File: src/shared/xbps_pkg.sv
// Package with constants for the bus peripheral select block
package xbps_pkg;
	localparam int          ADDR_W          = 24;
	localparam int          REG_ADDR_W      = 16;
	localparam int          DATA_W          = 16;
	// Register offsets
	localparam logic [15:0] OFF_PERIPH_EN   = 16'hF024;
	localparam logic [15:0] OFF_SYS_CONFIG  = 16'hF0F0;
	localparam logic [15:0] OFF_RTC_CONTROL = 16'hF0F2;
	localparam logic [15:0] OFF_STATUS      = 16'hF0F4;
	// Enable register fields
	localparam int          BIT_CAN_A       = 0;
	localparam int          BIT_CAN_B       = 1;
	localparam int          BIT_SMALL_RAM   = 2;
	localparam int          BIT_LARGE_RAM   = 3;
	localparam int          BIT_RTC         = 4;
	localparam int          EN_W            = 5;
	localparam logic [4:0]  EN_RESET        = 5'h05;
	localparam logic [4:0]  EN_ALL          = 5'h1F;
	// System configuration and clock control fields
	localparam int          BIT_GLOBAL_EN   = 0;
	localparam int          BIT_OSC_OFF     = 0;
	// Address windows, inclusive
	localparam logic [23:0] CAN_A_LO        = 24'h00_EF00;
	localparam logic [23:0] CAN_A_HI        = 24'h00_EFFF;
	localparam logic [23:0] CAN_B_LO        = 24'h00_EE00;
	localparam logic [23:0] CAN_B_HI        = 24'h00_EEFF;
	localparam logic [23:0] SMALL_RAM_LO    = 24'h00_E000;
	localparam logic [23:0] SMALL_RAM_HI    = 24'h00_E7FF;
	localparam logic [23:0] LARGE_RAM_LO    = 24'h00_C000;
	localparam logic [23:0] LARGE_RAM_HI    = 24'h00_DFFF;
	localparam logic [23:0] RTC_LO          = 24'h00_EC00;
	localparam logic [23:0] RTC_HI          = 24'h00_ECFF;
	// Access target encoding
	typedef enum logic [2:0] {
		XBPS_TGT_NONE  = 3'h0,
		XBPS_TGT_EXT   = 3'h1,
		XBPS_TGT_CAN_A = 3'h2,
		XBPS_TGT_CAN_B = 3'h3,
		XBPS_TGT_SRAM  = 3'h4,
		XBPS_TGT_LRAM  = 3'h5,
		XBPS_TGT_RTC   = 3'h6
	} xbps_target_t;
endpackage

File: src/shared/xbps_en_if.sv
// Interface carrying effective enables between register file and decoder
`timescale 1ns/1ps
interface xbps_en_if;
	logic [4:0] effEnable;
	modport src (output effEnable);
	modport dst (input effEnable);
endinterface

File: src/core/xbps_win_match.sv
// Inclusive address window comparator
`timescale 1ns/1ps
module xbps_win_match
	import xbps_pkg::*;
#(
	parameter logic [23:0] LO = 24'h00_0000,
	parameter logic [23:0] HI = 24'h00_0000
) (
	input  wire logic [23:0] addr,
	output logic             hit
);
	assign hit = (addr >= LO) && (addr <= HI);
endmodule

File: src/core/xbps_decode.sv
// Address steering between on-chip peripherals and the external bus
`timescale 1ns/1ps
module xbps_decode
	import xbps_pkg::*;
(
	input  wire logic          mclk,
	input  wire logic          rst,
	xbps_en_if.dst             en,
	input  wire logic [23:0]   accAddr,
	input  wire logic          accReq,
	output xbps_target_t       accTarget_r,
	output logic               accValid_r
);
	logic hitA;
	logic hitB;
	logic hitS;
	logic hitL;
	logic hitR;
	logic bothCanOff;
	xbps_target_t tgtNxt;

	xbps_win_match #(.LO(CAN_A_LO), .HI(CAN_A_HI)) uA (.addr(accAddr), .hit(hitA));
	xbps_win_match #(.LO(CAN_B_LO), .HI(CAN_B_HI)) uB (.addr(accAddr), .hit(hitB));
	xbps_win_match #(.LO(SMALL_RAM_LO), .HI(SMALL_RAM_HI)) uS (.addr(accAddr), .hit(hitS));
	xbps_win_match #(.LO(LARGE_RAM_LO), .HI(LARGE_RAM_HI)) uL (.addr(accAddr), .hit(hitL));
	xbps_win_match #(.LO(RTC_LO), .HI(RTC_HI)) uR (.addr(accAddr), .hit(hitR));

	assign bothCanOff = !en.effEnable[BIT_CAN_A] && !en.effEnable[BIT_CAN_B];

	// Blocked windows that do not reach the external bus answer nobody
	always_comb begin
		tgtNxt = XBPS_TGT_EXT;
		if (hitA) begin
			if (en.effEnable[BIT_CAN_A])
				tgtNxt = XBPS_TGT_CAN_A;
			else if (bothCanOff)
				tgtNxt = XBPS_TGT_EXT;
			else
				tgtNxt = XBPS_TGT_NONE;
		end else if (hitB) begin
			if (en.effEnable[BIT_CAN_B])
				tgtNxt = XBPS_TGT_CAN_B;
			else if (bothCanOff)
				tgtNxt = XBPS_TGT_EXT;
			else
				tgtNxt = XBPS_TGT_NONE;
		end else if (hitR) begin
			if (en.effEnable[BIT_RTC])
				tgtNxt = XBPS_TGT_RTC;
			else if (bothCanOff)
				tgtNxt = XBPS_TGT_EXT;
			else
				tgtNxt = XBPS_TGT_NONE;
		end else if (hitS) begin
			tgtNxt = en.effEnable[BIT_SMALL_RAM] ? XBPS_TGT_SRAM : XBPS_TGT_EXT;
		end else if (hitL) begin
			tgtNxt = en.effEnable[BIT_LARGE_RAM] ? XBPS_TGT_LRAM : XBPS_TGT_EXT;
		end
	end

	always_ff @(posedge mclk) begin
		if (rst) begin
			accTarget_r <= XBPS_TGT_NONE;
			accValid_r  <= 1'b0;
		end else begin
			accTarget_r <= accReq ? tgtNxt : XBPS_TGT_NONE;
			accValid_r  <= accReq;
		end
	end

	a_ext_can_window: assert property (@(posedge mclk) disable iff (rst)
		accReq && hitA && !bothCanOff && !en.effEnable[BIT_CAN_A]
		|=> accTarget_r == XBPS_TGT_NONE)
		else $error("CAN A window reached external bus with a CAN enabled");
	a_ext_both_off: assert property (@(posedge mclk) disable iff (rst)
		accReq && (hitA || hitB) && bothCanOff |=> accTarget_r == XBPS_TGT_EXT)
		else $error("CAN windows not external with both CANs off");
	a_canb_window: assert property (@(posedge mclk) disable iff (rst)
		accReq && hitB && !en.effEnable[BIT_CAN_B] && en.effEnable[BIT_CAN_A]
		|=> accTarget_r == XBPS_TGT_NONE)
		else $error("CAN B window not blocked");
	a_small_ram: assert property (@(posedge mclk) disable iff (rst)
		accReq && hitS |=> accTarget_r ==
		($past(en.effEnable[BIT_SMALL_RAM]) ? XBPS_TGT_SRAM : XBPS_TGT_EXT))
		else $error("Small RAM window steered wrongly");
	a_large_ram: assert property (@(posedge mclk) disable iff (rst)
		accReq && hitL |=> accTarget_r ==
		($past(en.effEnable[BIT_LARGE_RAM]) ? XBPS_TGT_LRAM : XBPS_TGT_EXT))
		else $error("Large RAM window steered wrongly");
	a_rtc_window: assert property (@(posedge mclk) disable iff (rst)
		accReq && hitR && !en.effEnable[BIT_RTC] |=> accTarget_r ==
		($past(bothCanOff) ? XBPS_TGT_EXT : XBPS_TGT_NONE))
		else $error("RTC window steered wrongly");
endmodule

File: src/core/xbps_periph_select.sv
// Bus peripheral enable register and address steering top
//
// Chosen here: the plain strobed port.
`timescale 1ns/1ps
module xbps_periph_select
	import xbps_pkg::*;
(
	input  wire logic          mclk,
	input  wire logic          rst,
	input  wire logic [15:0]   regAddr,
	input  wire logic [15:0]   regWdata,
	input  wire logic          regWr,
	input  wire logic          regRd,
	output logic      [15:0]   regRdata,
	input  wire logic          emulMode,
	input  wire logic          powerDown,
	input  wire logic [23:0]   accAddr,
	input  wire logic          accReq,
	output xbps_target_t       accTarget,
	output logic               accValid,
	output logic               canAEnable,
	output logic               canBEnable,
	output logic               smallRamEnable,
	output logic               largeRamEnable,
	output logic               rtcUnitEnable,
	output logic [3:0]         port4GpioFree,
	output logic               oscOff
);
	logic [4:0]  periphEnable_r;
	logic        globalEnable_r;
	logic        oscOffBit_r;
	logic [15:0] regRdata_r;
	logic [15:0] rdNxt;
	logic [4:0]  effEn;
	logic        emulSync1_r;
	logic        emulSync2_r;
	logic        pdSync1_r;
	logic        pdSync2_r;
	logic        oscOff_r;
	xbps_en_if   enBus ();

	// Mode pins come from outside the clock domain
	always_ff @(posedge mclk) begin
		if (rst) begin
			emulSync1_r <= 1'b0;
			emulSync2_r <= 1'b0;
			pdSync1_r   <= 1'b0;
			pdSync2_r   <= 1'b0;
		end else begin
			emulSync1_r <= emulMode;
			emulSync2_r <= emulSync1_r;
			pdSync1_r   <= powerDown;
			pdSync2_r   <= pdSync1_r;
		end
	end

	// Enable register; the lock is one-way until reset
	always_ff @(posedge mclk) begin
		if (rst) begin
			periphEnable_r <= EN_RESET;
		end else if (regWr && regAddr == OFF_PERIPH_EN && !globalEnable_r) begin
			periphEnable_r <= regWdata[EN_W-1:0];
		end
	end

	// Global enable can only be set, never cleared, by software
	always_ff @(posedge mclk) begin
		if (rst) begin
			globalEnable_r <= 1'b0;
		end else if (regWr && regAddr == OFF_SYS_CONFIG && regWdata[BIT_GLOBAL_EN]) begin
			globalEnable_r <= 1'b1;
		end
	end

	always_ff @(posedge mclk) begin
		if (rst) begin
			oscOffBit_r <= 1'b0;
		end else if (regWr && regAddr == OFF_RTC_CONTROL) begin
			oscOffBit_r <= regWdata[BIT_OSC_OFF];
		end
	end

	// Emulation overrides the stored value without touching it
	assign effEn = emulSync2_r ? EN_ALL : periphEnable_r;
	assign enBus.effEnable = effEn;

	always_comb begin
		rdNxt = 16'h0000;
		unique case (regAddr)
			OFF_PERIPH_EN:   rdNxt = {11'h000, periphEnable_r};
			OFF_SYS_CONFIG:  rdNxt = {15'h0000, globalEnable_r};
			OFF_RTC_CONTROL: rdNxt = {15'h0000, oscOffBit_r};
			OFF_STATUS:      rdNxt = {11'h000, effEn};
			default:         rdNxt = 16'h0000;
		endcase
	end

	always_ff @(posedge mclk) begin
		if (rst) begin
			regRdata_r <= 16'h0000;
		end else if (regRd) begin
			regRdata_r <= rdNxt;
		end else begin
			regRdata_r <= 16'h0000;
		end
	end
	assign regRdata = regRdata_r;

	// Oscillator control in power-down
	always_ff @(posedge mclk) begin
		if (rst) begin
			oscOff_r <= 1'b0;
		end else if (!pdSync2_r) begin
			oscOff_r <= 1'b0;
		end else if (!effEn[BIT_RTC]) begin
			oscOff_r <= 1'b1;
		end else begin
			oscOff_r <= oscOffBit_r;
		end
	end
	assign oscOff = oscOff_r;

	assign canAEnable     = effEn[BIT_CAN_A];
	assign canBEnable     = effEn[BIT_CAN_B];
	assign smallRamEnable = effEn[BIT_SMALL_RAM];
	assign largeRamEnable = effEn[BIT_LARGE_RAM];
	assign rtcUnitEnable  = effEn[BIT_RTC];
	// Index 0..3 = port 4 pins 4, 5, 6, 7
	assign port4GpioFree  = {!effEn[BIT_CAN_B], !effEn[BIT_CAN_A],
	                         !effEn[BIT_CAN_A], !effEn[BIT_CAN_B]};

	xbps_decode uDec (
		.mclk        (mclk),
		.rst         (rst),
		.en          (enBus.dst),
		.accAddr     (accAddr),
		.accReq      (accReq),
		.accTarget_r (accTarget),
		.accValid_r  (accValid)
	);

	a_reset_value: assert property (@(posedge mclk)
		rst |=> periphEnable_r == EN_RESET)
		else $error("Enable register not 05h after reset");
	a_lock_after_global: assert property (@(posedge mclk) disable iff (rst)
		globalEnable_r |=> $stable(periphEnable_r))
		else $error("Enable register changed after global enable");
	a_emul_all_on: assert property (@(posedge mclk) disable iff (rst)
		emulSync2_r |-> effEn == EN_ALL)
		else $error("Emulation mode did not force enables");
	a_unused_zero: assert property (@(posedge mclk) disable iff (rst)
		regRd && regAddr == OFF_PERIPH_EN |=> regRdata[15:EN_W] == 11'h000)
		else $error("Unused enable bits read nonzero");
	a_write_takes: assert property (@(posedge mclk) disable iff (rst)
		regWr && regAddr == OFF_PERIPH_EN && !globalEnable_r
		|=> periphEnable_r == $past(regWdata[EN_W-1:0]))
		else $error("Enable write lost while unlocked");
	a_osc_rtc_off: assert property (@(posedge mclk) disable iff (rst)
		pdSync2_r && !effEn[BIT_RTC] |=> oscOff)
		else $error("Oscillator left running in power-down");
	a_osc_follow_bit: assert property (@(posedge mclk) disable iff (rst)
		pdSync2_r && effEn[BIT_RTC] |=> oscOff == $past(oscOffBit_r))
		else $error("Oscillator ignores off bit");
	a_gpio_free: assert property (@(posedge mclk) disable iff (rst)
		port4GpioFree[1] == !canAEnable && port4GpioFree[0] == !canBEnable)
		else $error("Port 4 release mismatch");
	a_gpio_upper: assert property (@(posedge mclk) disable iff (rst)
		port4GpioFree[2] == !canAEnable && port4GpioFree[3] == !canBEnable)
		else $error("Port 4 upper release mismatch");
	a_locked_write: assert property (@(posedge mclk) disable iff (rst)
		regWr && regAddr == OFF_PERIPH_EN && globalEnable_r
		|=> periphEnable_r == $past(periphEnable_r))
		else $error("Locked enable register took a write");
	a_global_set: assert property (@(posedge mclk) disable iff (rst)
		regWr && regAddr == OFF_SYS_CONFIG && regWdata[BIT_GLOBAL_EN] |=> globalEnable_r)
		else $error("Global enable not set by write");
	a_emul_off_stored: assert property (@(posedge mclk) disable iff (rst)
		!emulSync2_r |-> effEn == periphEnable_r)
		else $error("Effective enables differ from register");
	a_enable_readback: assert property (@(posedge mclk) disable iff (rst)
		regRd && regAddr == OFF_PERIPH_EN |=> regRdata == {11'h000, $past(periphEnable_r)})
		else $error("Enable register read back wrongly");
	a_status_read: assert property (@(posedge mclk) disable iff (rst)
		regRd && regAddr == OFF_STATUS |=> regRdata == {11'h000, $past(effEn)})
		else $error("Status read back wrongly");
	// Read data must not linger, software may poll any offset
	a_rdata_idle: assert property (@(posedge mclk) disable iff (rst)
		!regRd |=> regRdata == 16'h0000)
		else $error("Read data not zero outside a read");
	a_osc_awake: assert property (@(posedge mclk) disable iff (rst)
		!pdSync2_r |=> !oscOff)
		else $error("Oscillator off outside power-down");
	a_rtc_control: assert property (@(posedge mclk) disable iff (rst)
		regWr && regAddr == OFF_RTC_CONTROL |=> oscOffBit_r == $past(regWdata[BIT_OSC_OFF]))
		else $error("Oscillator off bit not written");
endmodule

File: config.mk
export PLATFORM = sky130hd
export DESIGN_NAME = xbps_periph_select
export DESIGN_NICKNAME = d
export VERILOG_FILES = /design/src/shared/xbps_pkg.sv /design/src/shared/xbps_en_if.sv /design/src/core/xbps_win_match.sv /design/src/core/xbps_decode.sv /design/src/core/xbps_periph_select.sv
export SDC_FILE = /design/constraint.sdc
export NUM_CORES = 1
export LEC_CHECK = 0
export BUFFER_PORTS_ARGS = -buffer_cell sky130_fd_sc_hd__clkbuf_2
export CELL_PAD_IN_SITES_DETAIL_PLACEMENT = 2
export CELL_PAD_IN_SITES_GLOBAL_PLACEMENT = 2
export CORE_ASPECT_RATIO = 1.75
export CORE_MARGIN = 4
export CORE_UTILIZATION = 19
export CTS_CLUSTER_SIZE = 40
export DETAILED_ROUTE_END_ITERATION = 10
export HOLD_SLACK_MARGIN = 0.06
export PLACE_DENSITY_LB_ADDON = 0.1
export REMOVE_ABC_BUFFERS = 1
export SLEW_MARGIN = 20
export SYNTH_ARGS = -nofsm -noshare
export SYNTH_HDL_FRONTEND = slang
export SYNTH_SLANG_ARGS = --single-unit
File: constraint.sdc
create_clock -name mclk -period 2.3 [get_ports mclk]
set_clock_uncertainty 0.1 [all_clocks]
set_input_delay 0.23 -clock mclk [delete_from_list [all_inputs] [get_ports mclk]]
set_output_delay 0.23 -clock mclk [all_outputs]
set_load 0.1 [all_outputs]
After elaboration in Yosys (flattened, before gate mapping):

Index checks and enable logic that the tools add are counted.

* $lt $le $gt $ge: 10
* reduce and logical (&&, ||, !) cells: 17
* equal/unequal tests: 4
* bitwise logic cells: 3
* multiplexer cells: 14

Operators by type and width (number)
* $ge A24 B16 Y1 const B: 5
* $le A24 B16 Y1 const B: 5
* $eq A16 B16 Y1 const B: 4
* $mux W3: 10
* $pmux W5 S4: 1
* $logic_and A1 B1 Y1: 11
* $reduce_or A2 Y1: 3
* $mux W5: 1
* $logic_not A1 Y1: 3
* $not A1 Y1: 3
* $mux W1: 2

* logic and storage cells: 59
* bits in registers: 32

Logic depth before layout (Yosys ltp):

* depth in word-level cells: 8
* gate-level depth with buffers: 5
* gate-level depth less buffers: 4

By module:

From an unflattened synthesis, not the netlist that was laid out.

* cell total of the unflattened synthesis: 154
* area total of the unflattened synthesis: 1302.5 sq um

Modules (own cells, without submodules)
* xbps_periph_select: cells an instance 103, times used 1, area each 870.8 sq um
* xbps_decode: cells an instance 22, times used 1, area each 190.2 sq um
* xbps_win_match at uDec.uB: cells an instance 10, times used 1, area each 71.3 sq um
* xbps_win_match at uDec.uA: cells an instance 5, times used 1, area each 51.3 sq um
* xbps_win_match at uDec.uR: cells an instance 5, times used 1, area each 47.5 sq um
* xbps_win_match at uDec.uS: cells an instance 5, times used 1, area each 42.5 sq um
* xbps_win_match at uDec.uL: cells an instance 4, times used 1, area each 28.8 sq um

Worst setup path before layout:

OpenSTA, ideal clock, no wires.

* path kind: register -> register
* from: register emulSync2_r
* to: register uDec.accTarget_r[1]
* path buffers: 0
* cell stages (with the launch flop): 5
* slack: -0.916 ns
* arrival time: 2.984 ns
* setup time: 0.133 ns
* cells stage by stage: dfxtp_1 nor2_1 inv_1 nand3_1 a2111oi_0

* elaborated cells between the ends (all ways): 7

RTL lines
* start: declaration: RTL line xbps_periph_select.sv:36 `logic emulSync2_r;`
* start signal: assignment: RTL line xbps_periph_select.sv:51 `emulSync2_r <= emulSync1_r;`
* $mux W5: RTL line xbps_periph_select.sv:84 `assign effEn = emulSync2_r ? EN_ALL : periphEnable_r;`
* via canAEnable: RTL line xbps_periph_select.sv:21 `output logic canAEnable,`
* $mux W3: RTL line xbps_decode.sv:34 `if (en.effEnable[BIT_CAN_A])`
* $mux W3: RTL line xbps_decode.sv:33 `if (hitA) begin`
* end signal: assignment: RTL line xbps_decode.sv:66 `accTarget_r <= accReq ? tgtNxt : XBPS_TGT_NONE;`
* end: declaration: RTL line xbps_decode.sv:11 `output xbps_target_t accTarget_r,`

The timed path passes the listed nets, and every way through them passes these cells.
A chain may end at the register's enable or synchronous reset.

Final worst setup path:

* from: register emulSync2_r
* to: output port port4GpioFree[3]

* cells in the longest elaborated chain, start to end: 2

Ends and longest elaborated chain
* $mux W5: RTL line xbps_periph_select.sv:84
* $logic_not A1 Y1: RTL line xbps_periph_select.sv:129 `assign port4GpioFree = {!effEn[BIT_CAN_B], !effEn[BIT_CAN_A],`
* end: declaration: RTL line xbps_periph_select.sv:26 `output logic [3:0] port4GpioFree,`

Every way passes these cells.

==> reports/metrics.cfg <==
[clocking]
cts_buffer_depth=2
ctsResizeCount=0
post_cts_buffers=0
clk_pin_slew_ps=80
cts_buffers=3
clockRootBuffer=clkbuf_8
cts_tree=yes
cts.sink_count=21
htreeDepth=1
insertion_delay_ps=260
hold_buffers=0

[worst_setup_path]
endpoint_kind=primary output
crit_family=buffers and inverters
cp_cell_sequence=nor2_1 > clkbuf_2
start_kind=register
crit_required_ps=1970
cp.arrival_ps=1520
critPathBufInv=1
crit_slowest_cell=clkbuf_2
critPathKind=reg -> out
cp_max_fo=8
slowest_delay_ps=530

[grt]
gr-max-usage-layer=met2
gr-usage-met3=0.01753
gr-total-overflow=0
grt_pass1_vias=1167
use_met1=0.09817
grt_usage=0.09718
antenna_found_initial=0
grt_max_degree=20
grt_pass1_wl_um=5361
grt_use_met2=0.1881

[finish]
layout.nets=250
regArea_um2=420.4
multi_input_area_um2=584.3
layout.cells.non_filler=262
stdcell_area_mm2=0.001489
fillers=684
antenna_cells=0
area_delta_synth_final_pct=34.62
layout-drive-gt1-share=0.3871

[timing]
hold_viol=0
relSlewSlack=0.6347
finalMaxSlewViolations=0
setup_viol=0
rsz0062_at_grt=false
clock.fmax_ghz=0.5408
period_needed_ps=1849
hold_slack_ps=92.53
fin_crit_sh=0.8039
tightestPinTransition_ps=550.3

[synth]
ys_seq_area_frac=0.3801
ys_warn_count=0
synthAdderAreaFrac=0
postSynthAreaPerCell_um2=8.920
synth-seq-cells=21
synth_top_area_frac=0.3801
synth_compound_area_frac=0.1018
synth_area_leaders=dfxtp_1 (38%), buf_4 (8.8%), mux2i_1 (7.2%)
synth_simple_gate_area_frac=0.3167
yosysTopAreaCell=dfxtp_1
netlist_instances=124
syn_area_mm2=0.001106
ys_types=32
synthXorXnorAreaFrac=0
synth_mux_area_frac=0.07240
synth_top_family_by_area=simple AND/OR/NAND/NOR gates

[detailed_routing]
viasPerCell=4.302
routedWlPerCell_um=13.32
dr.pass1.iters=3
antenna_left=0
num_vias=1127
drc=0
drtIter0Drc=8
drt_wl_total_um=3490

[placed_design]
dp.cells=258
gp_congestion=0.7434
hpwl_um=3140
placed_area_mm2=0.001444
port_buffers=62

[pwr]
power.leakage_nw=0.6854
clkPwrFrac=0.296
p_int_mw=0.5384
seqPwrFrac=0.450
p_sw_mw=0.2876
peakVddDrop_uv=229.8
pwr-share-comb=0.255
power_density_mw_per_mm2=554.8
netSwitchingFraction=0.3482

[floorplan]
ios=93
start_util=0.1964
core-area_mm2=0.005630
die_w_um=65.68
die_y_um=108.9
rows=36
dieArea_mm2=0.007154

[run_status]
outcome=completed

[worst_hold_path]
min_path_type=in -> reg

[job]
cap_violations=0

[worst paths after layout]
kind / startpoint / end / slack (ps) / cells after the start
worst max register to register: periphEnable_r[0] / uDec.accTarget_r[0] / 490 / 4
worst max-delay path: emulSync2_r / port4GpioFree[3] / 450 / 2
worst min-delay path: emulMode / emulSync1_r / 90 / 2
worst min register to register: pdSync2_r / oscOff / 340 / 2
[power groups by stage]
stage	Sequential, mW	Clock (mW)	Combinational [mW]
floorplan	0.396	0	0.135
global placement	0.380	0	0.209
detailed placement	0.380	0	0.212
CTS	0.372	0.259	0.213
global route	0.372	0.275	0.223
finish	0.371	0.244	0.211
[layout make-up]
class,instances,share of cell area
Multi-Input combinational cell,91,0.3924
Sequential cell,21,0.2824
Timing Repair Buffer,63,0.2134
Tap cell,76,0.06387
Clock buffer,4,0.03025
Inverter,7,0.01765
[cells by family after synthesis]
group,count (synthesis)
AO/OA/AOI/OAI,16
flip-flops,21
AND/OR/NAND/NOR,56
other,1
buffers and inverters,22
multiplexers,8
[placed cells by master, fill, tap and decap left out, types with 2 or more instances in the layout]
cell type | netlist | final
dfxtp_1 | 21 | 21
inv_1 | 7 | 7
nor4_1 | 2 | 2
or2_2 | 2 | 2
or4_1 | 2 | 2
nor3_1 | 4 | 4
clkbuf_2 | 0 | 62
clkbuf_8 | 0 | 3
a21oi_1 | 7 | 7
nand4_1 | 3 | 3
nand3_1 | 9 | 9
nor2b_1 | 7 | 7
mux2i_1 | 8 | 8
nor2_1 | 9 | 9
conb_1 | 1 | 11
nor4_4 | 2 | 2
nand2_1 | 2 | 2
nand2b_1 | 10 | 10
[synth_stat cells]
master     instances
a21oi_1            7
nor2_1             9
nor4_1             2
or4_4              1
dfxtp_1           21
conb_1             1
clkbuf_1           1
or3b_1             1
buf_6              1
o31a_1             1
o32ai_1            1
or4_1              2
a32oi_1            1
or2_2              2
nand3_1            9
a2111oi_0          1
nor4_4             2
nor3_1             4
a31o_2             1
a22oi_1            1
a211o_1            1
and4b_1            1
nand2_1            2
a2bb2oi_1          1
nor2b_1            7
and3_1             1
nand4_1            3
nand2b_1          10
inv_1              7
a41oi_1            1
buf_4             13
mux2i_1            8
[metal layers]
metal	vias to the layer above	routed length (um)	share of wire
li1	536	-	-
met1	535	1126	0.32
met2	52	2007	0.58
met3	4	306	0.088
met4	0	51	0.015
met5	-	0	0
[flip-flops by register name, indices dropped and copies added (netlist names)]
register	cells
uDec.accValid_r	1
emulSync1_r	1
globalEnable_r	1
pdSync2_r	1
oscOffBit_r	1
uDec.accTarget_r	3
oscOff	1
regRdata	5
emulSync2_r	1
pdSync1_r	1
periphEnable_r	5
[per-stage QoR]
step / setup TNS [ps] / util / power [mW] / setup slack, ps
detailed placement: 0 / 0.2564 / 0.5926 / 320.9
floorplan: -12590 / - / 0.5312 / -2664
global placement: 0 / 0.2564 / 0.5886 / 358.5
finish: 0 / 0.2644 / 0.8260 / 451.0
global route: 0 / 0.2644 / 0.8703 / 324.9
CTS: 0 / 0.2644 / 0.8429 / 402.2
(Power assumes the default switching activity.)
